**src/prot_defines.vh**
```
// Command codes, cycle addresses and bus timing for the protection host
// Summary of operation
// Each block has its own volatile flag
// Volatile flag matters only when nonvolatile is 1
// Set writes 00, clear writes 01
// Volatile flags reset to 1 unprotected
// Nonvolatile flag set per block by command
// Lock flag 0 refuses nonvolatile changes
// Lock flag 1 allows set and clear-all
// Only reset restores lock outside password mode
// Nonvolatile flags cleared all together only
// Host locks only after configuring nonvolatile flags; prot_host issues OP_LOCK whenever requested, without checking the order
// Host sets lock early in boot; prot_host sets lock only on an OP_LOCK request
// Both flags act alike when pin high
// Password mode: 64-bit match releases lock
// Password mode forces lock 0 at reset
// Correct password unlock sets lock to 1
// Password read back before mode activation only
// Password mode select 0 is permanent
// Status 00h if both flags 1, else 01h
// Status read through identification query mode
// Program or erase on protected block ignored
// Pin low protects highest or lowest block
// Mode select flags are one-time programmable
// Volatile set: A0h then 00 to block
`ifndef PROT_DEFINES_VH
`define PROT_DEFINES_VH
`define UNLK_ADDR1 16'h0555
`define UNLK_ADDR2 16'h02aa
`define UNLK_DATA1 16'h00aa
`define UNLK_DATA2 16'h0055
`define SET_LOCKREG 16'h0040
`define SET_PWD 16'h0060
`define SET_NVPROT 16'h00c0
`define SET_LOCKBIT 16'h0050
`define SET_VPROT 16'h00e0
`define SET_AUTOSEL 16'h0090
`define CMD_PROG 16'h00a0
`define CMD_EXIT 16'h0090
`define DAT_EXIT 16'h0000
`define CMD_CLR_ALL1 16'h0080
`define CMD_CLR_ALL2 16'h0030
`define CMD_UNLOCK1 16'h0025
`define CMD_UNLOCK2 16'h0003
`define CMD_UNLOCK_END 16'h0029
`define DAT_PROT 16'h0000
`define DAT_UNPROT 16'h0001
`define ADDR_PROT_STAT 16'h0002
`define STAT_UNPROT 8'h00
`define STAT_PROT 8'h01
`define BUS_T_NS 40
`define CLK_NS 4
`define BUS_CYC ((`BUS_T_NS + `CLK_NS - 1) / `CLK_NS)
`endif

```
**src/bus_cycle.v**
```verilog
// One asynchronous write or read cycle on the flash pins
`include "prot_defines.vh"
module bus_cycle #(
  parameter AW = 26,
  parameter HOLD = `BUS_CYC
) (
  input wire core_clk,
  input wire sys_rst,
  input wire start,
  input wire rd,
  input wire [AW-1:0] addr,
  input wire [15:0] wdata,
  input wire [15:0] dq_in,
  output reg [AW-1:0] fl_addr,
  output reg [15:0] dq_out,
  output reg dq_oe_n,
  output reg ce_n,
  output reg we_n,
  output reg oe_n,
  output reg [15:0] rdata,
  output wire busy,
  output reg done
);
  reg [7:0] cnt_r;
  reg act_r;
  reg rd_r;
  assign busy = act_r;
  always @(posedge core_clk or posedge sys_rst) begin
    if (sys_rst) begin
      cnt_r <= 8'h00;
      act_r <= 1'b0;
      rd_r <= 1'b0;
      fl_addr <= {AW{1'b0}};
      dq_out <= 16'h0000;
      dq_oe_n <= 1'b1;
      ce_n <= 1'b1;
      we_n <= 1'b1;
      oe_n <= 1'b1;
      rdata <= 16'h0000;
      done <= 1'b0;
    end else begin
      done <= 1'b0;
      if (!act_r && start) begin
        act_r <= 1'b1;
        rd_r <= rd;
        cnt_r <= HOLD[7:0];
        fl_addr <= addr;
        dq_out <= wdata;
        dq_oe_n <= rd;
        ce_n <= 1'b0;
        we_n <= rd;
        oe_n <= ~rd;
      end else if (act_r) begin
        if (cnt_r == 8'h00) begin
          act_r <= 1'b0;
          ce_n <= 1'b1;
          we_n <= 1'b1;
          oe_n <= 1'b1;
          dq_oe_n <= 1'b1;
          done <= 1'b1;
          if (rd_r) begin
            rdata <= dq_in;
          end
        end else begin
          cnt_r <= cnt_r - 8'h01;
        end
      end
    end
  end
endmodule

```
**src/prot_host.v**
```verilog
// Host sequencer issuing flash block protection command cycles
`include "prot_defines.vh"
module prot_host #(
  parameter AW = 26
) (
  input wire core_clk,
  input wire sys_rst,
  input wire req,
  input wire [3:0] op,
  input wire [AW-1:0] blk_addr,
  input wire [63:0] password,
  output wire ready,
  output reg ack,
  output reg [15:0] result,
  output wire [AW-1:0] fl_addr,
  output wire [15:0] dq_out,
  output wire dq_oe_n,
  input wire [15:0] dq_in,
  output wire ce_n,
  output wire we_n,
  output wire oe_n
);
  // Operation codes on op
  localparam OP_VSET = 4'h0;
  localparam OP_VCLR = 4'h1;
  localparam OP_VRD = 4'h2;
  localparam OP_NVSET = 4'h3;
  localparam OP_NVCLR = 4'h4;
  localparam OP_NVRD = 4'h5;
  localparam OP_LOCK = 4'h6;
  localparam OP_LKRD = 4'h7;
  localparam OP_PWPROG = 4'h8;
  localparam OP_PWRD = 4'h9;
  localparam OP_UNLOCK = 4'ha;
  localparam OP_STAT = 4'hb;
  localparam S_IDLE = 2'd0;
  localparam S_RUN = 2'd1;
  localparam S_WAIT = 2'd2;
  reg [1:0] st_r;
  reg [4:0] idx_r;
  reg [3:0] op_r;
  reg [AW-1:0] ba_r;
  reg [63:0] pw_r;
  reg go_r;
  reg rd_r;
  reg [AW-1:0] a_r;
  reg [15:0] d_r;
  reg last_r;
  wire [15:0] rdata;
  wire cyc_done;
  wire cyc_busy;
  assign ready = (st_r == S_IDLE);

  // ************************************************
  // Command cycle table
  // ************************************************
  function [15:0] set_code;
    input [3:0] o;
    begin
      if (o <= OP_VRD) begin
        set_code = `SET_VPROT;
      end else if (o <= OP_NVRD) begin
        set_code = `SET_NVPROT;
      end else if (o <= OP_LKRD) begin
        set_code = `SET_LOCKBIT;
      end else if (o <= OP_UNLOCK) begin
        set_code = `SET_PWD;
      end else begin
        set_code = `SET_AUTOSEL;
      end
    end
  endfunction

  function [15:0] pw_word;
    input [63:0] p;
    input [1:0] n;
    begin
      pw_word = p[n*16 +: 16];
    end
  endfunction

  // Slots 0..2 enter the command set; body slots follow; exit closes
  reg [AW-1:0] a_c;
  reg [15:0] d_c;
  reg rd_c;
  reg last_c;
  reg exit_c;
  always @* begin
    a_c = {AW{1'b0}};
    d_c = 16'h0000;
    rd_c = 1'b0;
    last_c = 1'b0;
    exit_c = 1'b0;
    case (idx_r)
      5'd0: begin
        a_c = {{(AW-16){1'b0}}, `UNLK_ADDR1};
        d_c = `UNLK_DATA1;
      end
      5'd1: begin
        a_c = {{(AW-16){1'b0}}, `UNLK_ADDR2};
        d_c = `UNLK_DATA2;
      end
      5'd2: begin
        a_c = {{(AW-16){1'b0}}, `UNLK_ADDR1};
        d_c = set_code(op_r);
      end
      default: begin
        case (op_r)
          OP_VSET, OP_VCLR, OP_NVSET, OP_LOCK: begin
            if (idx_r == 5'd3) begin
              d_c = `CMD_PROG;
            end else if (idx_r == 5'd4) begin
              a_c = ba_r;
              d_c = (op_r == OP_VCLR) ? `DAT_UNPROT : `DAT_PROT;
            end else begin
              exit_c = 1'b1;
            end
          end
          OP_NVCLR: begin
            if (idx_r == 5'd3) begin
              d_c = `CMD_CLR_ALL1;
            end else if (idx_r == 5'd4) begin
              d_c = `CMD_CLR_ALL2;
            end else begin
              exit_c = 1'b1;
            end
          end
          OP_VRD, OP_NVRD, OP_LKRD: begin
            if (idx_r == 5'd3) begin
              a_c = (op_r == OP_LKRD) ? {AW{1'b0}} : ba_r;
              rd_c = 1'b1;
            end else begin
              exit_c = 1'b1;
            end
          end
          OP_STAT: begin
            if (idx_r == 5'd3) begin
              a_c = ba_r | {{(AW-16){1'b0}}, `ADDR_PROT_STAT};
              rd_c = 1'b1;
            end else begin
              exit_c = 1'b1;
            end
          end
          OP_PWPROG: begin
            if (idx_r < 5'd11) begin
              if (idx_r[0]) begin
                d_c = `CMD_PROG;
              end else begin
                a_c = {{(AW-2){1'b0}}, idx_r[2:1] - 2'd2};
                d_c = pw_word(pw_r, idx_r[2:1] - 2'd2);
              end
            end else begin
              exit_c = 1'b1;
            end
          end
          OP_PWRD: begin
            if (idx_r < 5'd7) begin
              a_c = {{(AW-2){1'b0}}, idx_r[1:0] - 2'd3};
              rd_c = 1'b1;
            end else begin
              exit_c = 1'b1;
            end
          end
          default: begin
            // Unlock: 25h, 03h at offset 0, four words at offsets 0..3, then 29h at offset 0
            if (idx_r == 5'd3) begin
              d_c = `CMD_UNLOCK1;
            end else if (idx_r == 5'd4) begin
              d_c = `CMD_UNLOCK2;
            end else if (idx_r < 5'd9) begin
              a_c = {{(AW-2){1'b0}}, idx_r[1:0] - 2'd1};
              d_c = pw_word(pw_r, idx_r[1:0] - 2'd1);
            end else if (idx_r == 5'd9) begin
              d_c = `CMD_UNLOCK_END;
            end else begin
              exit_c = 1'b1;
            end
          end
        endcase
      end
    endcase
    if (exit_c) begin
      if (idx_r[0] == exit_phase(op_r)) begin
        d_c = `CMD_EXIT;
      end else begin
        d_c = `DAT_EXIT;
        last_c = 1'b1;
      end
    end
  end

  function exit_phase;
    input [3:0] o;
    begin
      case (o)
        OP_VSET, OP_VCLR, OP_NVSET, OP_LOCK, OP_NVCLR, OP_PWPROG,
        OP_PWRD: begin
          exit_phase = 1'b1;
        end
        default: begin
          exit_phase = 1'b0;
        end
      endcase
    end
  endfunction

  // ************************************************
  // Sequencer
  // ************************************************
  always @(posedge core_clk or posedge sys_rst) begin
    if (sys_rst) begin
      st_r <= S_IDLE;
      idx_r <= 5'd0;
      op_r <= 4'h0;
      ba_r <= {AW{1'b0}};
      pw_r <= 64'h0;
      go_r <= 1'b0;
      rd_r <= 1'b0;
      a_r <= {AW{1'b0}};
      d_r <= 16'h0000;
      last_r <= 1'b0;
      ack <= 1'b0;
      result <= 16'h0000;
    end else begin
      ack <= 1'b0;
      go_r <= 1'b0;
      case (st_r)
        S_IDLE: begin
          if (req) begin
            op_r <= op;
            ba_r <= blk_addr;
            pw_r <= password;
            idx_r <= 5'd0;
            st_r <= S_RUN;
          end
        end
        S_RUN: begin
          if (!cyc_busy) begin
            a_r <= a_c;
            d_r <= d_c;
            rd_r <= rd_c;
            last_r <= last_c;
            go_r <= 1'b1;
            st_r <= S_WAIT;
          end
        end
        default: begin
          if (cyc_done) begin
            if (rd_r) begin
              if (op_r == OP_STAT) begin
                result <= {8'h00, rdata[7:0]};
              end else if (op_r == OP_PWRD) begin
                result <= rdata;
              end else begin
                result <= {15'h0000, rdata[0]};
              end
            end
            if (last_r) begin
              ack <= 1'b1;
              st_r <= S_IDLE;
            end else begin
              idx_r <= idx_r + 5'd1;
              st_r <= S_RUN;
            end
          end
        end
      endcase
    end
  end

  bus_cycle #(
    .AW(AW)
  ) u_cyc (
    .core_clk(core_clk),
    .sys_rst(sys_rst),
    .start(go_r),
    .rd(rd_r),
    .addr(a_r),
    .wdata(d_r),
    .dq_in(dq_in),
    .fl_addr(fl_addr),
    .dq_out(dq_out),
    .dq_oe_n(dq_oe_n),
    .ce_n(ce_n),
    .we_n(we_n),
    .oe_n(oe_n),
    .rdata(rdata),
    .busy(cyc_busy),
    .done(cyc_done)
  );
endmodule

```
**config.mk**
```make
export PLATFORM = sky130hd
export DESIGN_NAME = prot_host
export DESIGN_NICKNAME = d
export VERILOG_FILES = /design/src/bus_cycle.v /design/src/prot_host.v
export VERILOG_INCLUDE_DIRS = /design/src
export SDC_FILE = /design/constraint.sdc
export NUM_CORES = 1
export LEC_CHECK = 0
export ABC_AREA = 1
export BUFFER_PORTS_ARGS = -buffer_cell sky130_fd_sc_hd__buf_2
export CAP_MARGIN = 20
export CORE_ASPECT_RATIO = 0.9
export CORE_MARGIN = 4
export CORE_UTILIZATION = 56
export DETAILED_ROUTE_END_ITERATION = 10
export PLACE_DENSITY_LB_ADDON = 0.3
export SLEW_MARGIN = 20
export SYNTH_ARGS = -nofsm -noshare
export SYNTH_HDL_FRONTEND = slang
export SYNTH_SLANG_ARGS = --single-unit
```
**constraint.sdc**
```tcl
create_clock -name core_clk -period 7.5 [get_ports core_clk]
set_clock_uncertainty 0.1 [all_clocks]
set_input_delay 0.375 -clock core_clk [delete_from_list [all_inputs] [get_ports core_clk]]
set_output_delay 0.375 -clock core_clk [all_outputs]
set_load 0.01 [all_outputs]
```
# Word-level counts from Yosys, hierarchy flattened

Cells that the tools add are included.

Register bits after elaboration: 235
Bits of input ports: 113

$add $sub $neg: 5
Magnitude comparators: 7
Eq/ne operators: 21
Shifts and indexed selects: 2
Mux-type cells: 81
Bitwise gates (word level): 5
Reductions and logical operators: 27

Operators with widths:

| kind               | count |
|---|---|
| $pmux 26 s6        | 1 |
| $mux 26            | 5 |
| $mux 16            | 8 |
| $shiftx 64x7->16   | 2 |
| $mux 8             | 10 |
| $pmux 16 s4        | 1 |
| $pmux 26 s2        | 1 |
| $pmux 16 s3        | 1 |
| $mux 1             | 36 |
| $mux 2             | 9 |
| $eq 4x3->1 const B | 4 |
| $mux 5             | 3 |
| $eq 4x4->1 const B | 3 |
| $mux 6             | 2 |
| $eq 5x2->1 const B | 2 |
| $lt 5x4->1 const B | 2 |
| $pmux 5 s2         | 1 |
| $reduce_or 5->1    | 2 |
| $eq 4x2->1 const B | 2 |
| $le 4x3->1 const B | 2 |
| $logic_not 8->1    | 1 |
| $reduce_and 2->1   | 4 |
| $reduce_and 4->1   | 2 |
| $reduce_or 4->1    | 2 |
| 30 further kinds   | 42 |

# Logic depth before layout (Yosys ltp)

Gate-level depths: netlist of run 1.

Depth after elaboration: 11
Mapped depth: 15
Depth with buffers taken out: 12

# Hierarchy

From an unflattened synthesis of run 1, not the netlist that was laid out.

Cell total of the unflattened synthesis: 1371
Area, all modules: 11140.7 sq um

By module, submodules not included:

| module    | instances | cells each | area each (sq um) | sequential area each (sq um) |
|---|---|---|---|---|
| prot_host | 1         | 1035       | 8197.9            | 4078.9 |
| bus_cycle | 1         | 336        | 2942.8            | 1805.5 |

# Worst setup path after synthesis of run 1

OpenSTA, ideal clock, no wires.

Path type: register to register
Start: register idx_r[0]
End: register d_r[15]
Arrival: 2.097 ns
Setup slack: 5.221 ns
Stages on the path, launching flop included: 14
Cell sequence: dfrtp_1 > buf_2 > inv_2 > clkbuf_1 > ha_1 > buf_2 > clkinv_1 > buf_2 > o21ai_0 > o21ai_0 > nand2_1 > nand2_1 > nand2_1 > o22ai_1

Cells in the longest elaborated chain, start to end: 8
Elaborated cells between the ends (all ways): 31
Those cells by class: add/sub (1); order compare (3); eq/ne (5); shift (1); mux (19); reduce/logical (2)

Ends and longest elaborated chain:

| element                                           | line                             | text |
|---|---|---|
| start, declared                                   | prot_host.v:40                   | `reg [4:0] idx_r;` |
| start signal, assigned                            | prot_host.v:262                  | `idx_r <= idx_r + 5'd1;` |
| $sub 2x1->2 / $eq 5x4->1 (equally long branches)  | prot_host.v:172, prot_host.v:173 |  |
| $shiftx 64x7->16 / $mux 1 (equally long branches) | prot_host.v:78, prot_host.v:173  |  |
| $mux 16 / $mux 1 (equally long branches)          | prot_host.v:170                  | `end else if (idx_r < 5'd9) begin` |
| $mux 16 / $mux 1 (equally long branches)          | prot_host.v:168                  | `end else if (idx_r == 5'd4) begin` |
| $mux 16 / $mux 1 (equally long branches)          | prot_host.v:166                  | `if (idx_r == 5'd3) begin` |
| $pmux 16 s4 / $pmux 1 s4 (equally long branches)  | prot_host.v:108                  | `case (op_r)` |
| $pmux 16 s3 / $mux 1 (equally long branches)      | prot_host.v:94                   | `case (idx_r)` |
| $mux 16 *                                         | prot_host.v:182                  | `if (exit_c) begin` |
| end signal, assigned                              | prot_host.v:220                  | `d_r <= 16'h0000;` |
| end signal, assigned                              | prot_host.v:240                  | `d_r <= d_c;` |
| end, declared                                     | prot_host.v:47                   | `reg [15:0] d_r;` |

Mark *: on every way between the ends. The rest lies on a longest branch, timed or not.
A chain may end at the register's enable or synchronous reset.

# Worst setup path in the final report of run 1

Start: register idx_r[1]
End: register d_r[2]

The elaborated chain is that of the path after synthesis.

==> results of run 1 <==
[flip-flops by register name (all words and copies together) (netlist names), 2 cells and up]
name           cells
op_r               4
u_cyc.rdata       16
st_r               2
pw_r              64
result            16
d_r               16
u_cyc.fl_addr     26
ba_r              26
idx_r              5
a_r               26
u_cyc.dq_out      16
u_cyc.cnt_r        8
[Yosys cell counts, types with 3 or more instances]
master / number / area [um2]
nand2_1: 453 / 1700
dfrtp_1: 232 / 5806
o21ai_0: 149 / 745.7
inv_1: 126 / 473.0
nand3_1: 66 / 330.3
nor2_1: 56 / 210.2
a21oi_1: 53 / 265.3
clkbuf_1: 30 / 112.6
buf_2: 20 / 100.1
a22oi_1: 17 / 127.6
o22ai_1: 16 / 100.1
inv_2: 11 / 41.29
mux2_4: 10 / 150.1
o22ai_2: 10 / 125.1
buf_1: 8 / 30.03
nor3_1: 7 / 35.03
ha_1: 6 / 75.07
nand2_2: 6 / 37.54
nand3_2: 5 / 50.05
nor2_4: 5 / 56.30
buf_6: 4 / 45.04
nor2_2: 4 / 25.02
o211ai_1: 4 / 30.03
a21boi_1: 3 / 22.52
buf_4: 3 / 22.52
dfstp_2: 3 / 78.83
nand3_4: 3 / 52.55
o21ai_1: 3 / 15.01
o221ai_1: 3 / 26.28
[cells by family after synthesis]
logic type / after synthesis
XOR/XNOR: 1
buffers and inverters: 206
AND/OR/NAND/NOR: 612
flip-flops: 235
AO/OA/AOI/OAI: 261
adder cells (fa/ha/maj): 6
multiplexers: 11
[area by class of cell]
| cell class | instances | area [um2] | area share [%] |
|---|---|---|---|
| timing repair buffer | 288 | 1988 | 14.36 |
| tap | 250 | 312.8 | 2.259 |
| sequential | 235 | 5884 | 42.50 |
| clock inverter | 8 | 100.1 | 0.7229 |
| clock buffer | 36 | 716.9 | 5.178 |
| inverter | 141 | 541.8 | 3.913 |
| multi-input combinational | 891 | 4303 | 31.07 |
[stage by stage]
stage               total power (uW)  setup WS [ps]  instances  hold WS (ps)
global placement                4154           4165       1700         355.7
floorplan                       3587          583.6       1332         342.2
detailed placement              4209           4069       1700         359.4
finish                          5509           3944       1849         2.564
global route                    5935           3580       1849        0.2299
CTS                             5493           4050       1849        0.1711
[power breakdown]
group          internal, uW  switching (uW)
Combinational           751            1460
Clock                   733             491
Sequential             1750             332
Total                  3230            2280
[metal layers]
metal,share of wire (%),GRT usage [%]
met5,0,0
met2,48,46.54
met4,3.7,9.581
met1,42,38.16
met3,6.4,4.819
[worst register-to-register path: stages (launching register included)]
cell and delay (ps):
dfrtp_1 780, inv_2 330, ha_1 790, clkinv_1 650, a21oi_1 290, o21ai_0 110
nand3_1 90, o21ai_0 70, nand2_1 70, nand2_1 40, nand3_1 70, nand2_1 50
[path summary, 6_finish.rpt]
kind                                      to  slack, ps  cells after the start
setup / recovery                      d_r[2]       3940                     11
hold / removal                      pw_r[61]          3                      3
setup reg to reg                      d_r[2]       3940                     11
hold reg to reg                   u_cyc.ce_n        370                      2
max in group asynchronous  u_cyc.fl_addr[10]       5540                      4
min in group asynchronous           pw_r[57]        360                      3
==> out/metrics.csv, run 1 <==
metric,value,unit
cts.reportedPaths.clkPinSlew,60,ps
fmax,281.2,MHz
reg2reg_from,idx_r[1],
fillers,1466,
synthXorXnorAreaFrac,0.07946,%
cp-start-kind,flip-flop,
holdBufCountCts,105,
tritoncts,done,
coreArea,19280,um2
clock_path_buffers,3,
netlist_area,11020,um2
dp_hpwl,19.63,mm
grt_usage,28.24,%
worstPathArrival,3850,ps
syn_inst,1332,
ant_nets,0,
required,7800,ps
synth_seq_cells,235,
insertion_delay,520,ps
synthFlopType,dfrtp_1,
drc,0,
h-tree-depth,1,
antenna_found_initial,0,
syn_area_per_cell,8.275,um2
finalSetupViolations,0,
slew_headroom,35.12,%
async_flop_share,100.0,%
start_util,57.17,%
fin_area,13850,um2
drt-total-wl,30.57,mm
dieArea,21990,um2
slew_violations,0,
cts.sinks,235,
vias,9926,
worst-path-buf-inv,2,
post_cts_buffers,0,
synth_top_family_by_area,simple AND/OR/NAND/NOR gates,
crit_start,idx_r[1],
fin_tns_setup,0,ps
p_leak,0.007134,uW
synthToLayoutAreaGrowth,25.63,%
grt_max_degree,106,
first_iter_violations,760,
syn_nets,1451,
utilization,71.83,%
critical_path.most_common_cell,nand2_1,
hold_viol_final,0,
synthMuxAreaShare,1.464,%
critical_path.slowest_cell,ha_1,
status,"finished, final reports clean",
vdd.ir_drop.worst,0.2032,mV
die-height,141.1,um
ys_warn_count,0,
rsz0062_at_grt,no,
wl_per_cell,16.53,um
endpoint_kind,flip-flop,
crit_type,flip-flop to flip-flop,
cp_slowest_stage_delay,790,ps
dieWidth,155.9,um
crit_family,buffers and inverters,
cts_resized,0,
synthSimpleGateAreaFrac,23.17,%
antennaDiodeCount,0,
min_period,3556,ps
tightest_slew,973.1,ps
grt_pass1_vias,10020,
synth_compound_area_share,13.55,%
min_from,password[61],
finalCritPeriodShare,47.41,%
nets,1701,
io_buffers,176,
worstHoldPathType,primary input to flip-flop,
yosysSeqAreaShare,53.39,%
cts_root_buf,clkbuf_16,
vias_per_cell,5.368,
powerDensity,397.8,nW/um2
numCtsBuffers,25,
num_rows,48,
ioPinCount,177,
final_common_cell,nand2_1,
yosysUniqueCellTypes,40,
overflow,0,
firstDrtPassIters,6,
postPlaceCellArea,11980,um2
critPathMaxFanout,23,
cap_violations,0,
place_congestion,0.9279,
synth_edf_count,0,
final_cell_mix,"nand2_1 (452), dfrtp_1 (232), buf_2 (176), o21ai_0 (149), inv_1 (125)",
crit_chain,"inv_2, ha_1, clkinv_1, a21oi_1, o21ai_0, nand3_1, o21ai_0, nand2_1, nand2_1, nand3_1, nand2_1",
synth_fa_ha_area_share,0.6811,%
grt_pass1_wl,50.47,mm
drive_gt1_share,17.95,%
(Power assumes the default switching activity.)
==> run 2, diff against run 1 <==
--- a/config.mk
+++ b/config.mk
@@ -6,12 +6,12 @@
 export SDC_FILE = /design/constraint.sdc
 export NUM_CORES = 1
 export LEC_CHECK = 0
-export ABC_AREA = 1
+export ABC_AREA = 0
 export BUFFER_PORTS_ARGS = -buffer_cell sky130_fd_sc_hd__buf_2
 export CAP_MARGIN = 20
 export CORE_ASPECT_RATIO = 0.9
 export CORE_MARGIN = 4
-export CORE_UTILIZATION = 56
+export CORE_UTILIZATION = 51
 export DETAILED_ROUTE_END_ITERATION = 10
 export PLACE_DENSITY_LB_ADDON = 0.3
 export SLEW_MARGIN = 20
==> constraint.sdc (replaced) <==
create_clock -name core_clk -period 2.9 [get_ports core_clk]
set_clock_uncertainty 0.1 [all_clocks]
set_input_delay 0.145 -clock core_clk [delete_from_list [all_inputs] [get_ports core_clk]]
set_output_delay 0.145 -clock core_clk [all_outputs]
set_load 0.01 [all_outputs]
==> run 2 against run 1 <==
- synthesized cell count shrank 35%
- critical path type unchanged
- largest power group is now registers
- die area increased by 6.0%
- first-iteration DRC count shrank 10%
- sequential share of layout area shrank 0.32 points
==> out/metrics.csv, run 2 <==
metric,value,unit,change
cts.sinks,235,,unchanged
min_period,2569,ps,-986.4 ps
postPlaceCellArea,11970,um2,about the same
synthToLayoutAreaGrowth,30.69,%,
synthSimpleGateAreaFrac,10.59,%,-13 points
start_util,52.61,%,-4.6 points
pwr-share-comb,35.8,%,-4.3 points
required,3250,ps,-4550 ps
worstPathArrival,2920,ps,-930 ps
finalPower,13460,uW,+140%
drt-total-wl,27.81,mm,-9.0%
insertion_delay,520,ps,about the same
ioPinCount,177,,unchanged
syn_nets,989,,-32%
tritoncts,done,,
synth_top_family_by_area,multiplexers,,
firstDrtPassIters,5,,-1
dp_hpwl,18.06,mm,-8.0%
cts_root_buf,clkbuf_16,,
yosysMostFrequentCell,dfrtp_1,,
p_switching,4548,uW,+100%
dieArea,23320,um2,+6.0%
powerDensity,964.9,nW/um2,+140%
vias_per_cell,5.511,,+2.7%
num_rows,49,,+2.1%
grt_usage,23.74,%,-4.5 points
place_congestion,0.9184,,-1.0%
nets,1281,,-25%
crit_type,flip-flop to flip-flop,,
worstHoldPathType,primary input to asynchronous set/reset pin,,
grt_max_degree,82,,-23%
cp-start-kind,flip-flop,,
yosysUniqueCellTypes,69,,+73%
grt_pass1_wl,45.47,mm,-9.9%
critPathMaxFanout,21,,-8.7%
netlist_area,10680,um2,-3.1%
fmax,389.2,MHz,+38%
cts_resized,0,,unchanged
grtUsageMet1,33.58,%,-4.6 points
p_sw_share,33.78,%,-7.6 points
grt_pass1_vias,8397,,-16%
p_clk_share,24.4,%,+2.2 points
synth_edf_count,0,,unchanged
grt-busiest-layer,met2,,
use_met3,5.048,%,+0.23 points
clock_path_buffers,3,,unchanged
hold_viol_final,0,,unchanged
io_buffers,176,,unchanged
synth_seq_cells,235,,unchanged
tightest_slew,891.3,ps,-81.80 ps
yosysTopAreaCell,dfrtp_1,,
synth_fa_ha_area_share,0.7032,%,+0.022 points
fin_area,13950,um2,+0.77%
vdd.ir_drop.worst,0.6991,mV,+240%
synth_top_area_share,54.38,%,+1.7 points
p_leak,0.006673,uW,-6.5%
endpoint_kind,flip-flop,,
internal-power,8916,uW,+180%
synth_compound_area_share,10.48,%,-3.1 points
slew_violations,0,,unchanged
finalSetupViolations,0,,unchanged
vias,8051,,-19%
grtUsageMet2,38.29,%,-8.3 points
final_common_cell,dfrtp_1,,
drive_gt1_share,35.56,%,+18 points
finalCritPeriodShare,88.60,%,+41 points
numCtsBuffers,25,,unchanged
rsz0062_at_grt,no,,
synth.cells.most_frequent,"dfrtp_1 (232), nand2_1 (148), mux2_2 (100)",,
regMostFlops,pw_r,,
first_iter_violations,682,,-10%
h-tree-depth,1,,unchanged
yosysSeqAreaShare,55.12,%,+1.7 points
final_cell_mix,"dfrtp_1 (232), buf_2 (176), nand2_1 (148), dlygate4sd3_1 (112), mux2_2 (100)",,
overflow,0,,unchanged
status,"finished, final reports clean",,
synthFlopType,dfrtp_1,,
cap_violations,0,,unchanged
largest_reg_flops,64,,unchanged
slew_headroom,40.58,%,+5.5 points
die-height,145.3,um,+3.0%
yosys-top-cells-area,"dfrtp_1 (54%), mux2_2 (11%), mux4_2 (6.8%)",,
ys_warn_count,0,,unchanged
synthXorXnorAreaFrac,0.8203,%,+0.74 points
antennaDiodeCount,0,,unchanged
synthMuxAreaShare,18.89,%,+17 points
syn_area_per_cell,12.27,um2,+48%
async_flop_share,100.0,%,unchanged
drc,0,,unchanged
wl_per_cell,19.03,um,+15%
dieWidth,160.5,um,+3.0%
ant_nets,0,,unchanged
antenna_found_initial,0,,unchanged
pwr-share-seq,39.8,%,+2.1 points
coreArea,20290,um2,+5.3%
cts.reportedPaths.clkPinSlew,60,ps,about the same
syn_inst,870,,-35%
## run 2: cell types whose count changed after synthesis, sizes merged, moves of 32 or more
cell,before,now
nand2,461,149
o21ai,152,19
inv,139,27
mux2,11,110
nand3,74,5
a22o,0,42
nor2,65,27
a21oi,53,16
mux4,0,32
## run 2: path summary, 6_finish.rpt
check | startpoint | to | slack [ps] | cells past startpoint
max | op_r[2] | d_r[8] | 330 | 4
min | sys_rst | u_cyc.dq_out[11] | 200 | 3
max reg2reg | op_r[2] | d_r[8] | 330 | 4
min reg2reg | u_cyc.fl_addr[8] | u_cyc.fl_addr[8] | 370 | 2
max in group asynchronous | sys_rst | u_cyc.we_n | 1630 | 4
min in group core_clk | op[3] | op_r[3] | 280 | 4
## run 2: power by group through the flow
stage / Combinational (uW) / Clock, uW / Sequential, uW
2_1_floorplan: 3500 / 0 / 5070
3_3_place_gp: 4560 / 0 / 5310
3_5_place_dp: 4640 / 0 / 5370
4_1_cts: 4780 / 3350 / 5320
5_1_grt: 5240 / 3490 / 5520
6_report: 4820 / 3280 / 5360
## run 2: routing by layer
metal | vias up | routed length, um | share of wire, %
li1 | 3727 | - | -
met1 | 3999 | 12080 | 43
met2 | 268 | 13320 | 48
met3 | 57 | 1760 | 6.3
met4 | 0 | 641 | 2.3
met5 | - | 0 | 0
## run 2: what timing repair did
item / 4_1_cts / 5_1_grt
buffers inserted: 0 / 0
endpoints found under the hold margin: 135 / 0
hold buffers: 112 / 0
## run 2: stage by stage
stage / setup slack, ps / utilization [%] / instances / hold slack [ps] / setup TNS, ps
2_1_floorplan: -420.4 / - / 870 / 161.8 / -97540
3_3_place_gp: 492.5 / 59.00 / 1303 / 207.8 / 0
3_5_place_dp: 399.1 / 59.00 / 1303 / 203.4 / 0
4_1_cts: 394.3 / 68.76 / 1461 / 201.2 / 0
5_1_grt: 192.6 / 68.76 / 1461 / 232.4 / 0
6_report: 330.5 / 68.76 / 1461 / 200.5 / 0
## run 2: cell type report
type / instances / area, um2
inverter: 27 / 105.1
clock buffer: 31 / 698.2
sequential: 235 / 5884
clock inverter: 15 / 161.4
tap: 280 / 350.3
fill: 1433 / 6340
timing repair buffer: 324 / 2310
multi-input combinational: 549 / 4444
## run 2: cells by family after synthesis
group,after synthesis
buffers and inverters,86
AND/OR/NAND/NOR,244
multiplexers,144
AO/OA/AOI/OAI,145
XOR/XNOR,10
adder cells (fa/ha/maj),6
flip-flops,235
## run 2: critical path, stage by stage (launching register included)
cell	delay, ps
dfrtp_1	620
nand2b_1	330
or4b_1	830
o22ai_1	430
a22o_1	190
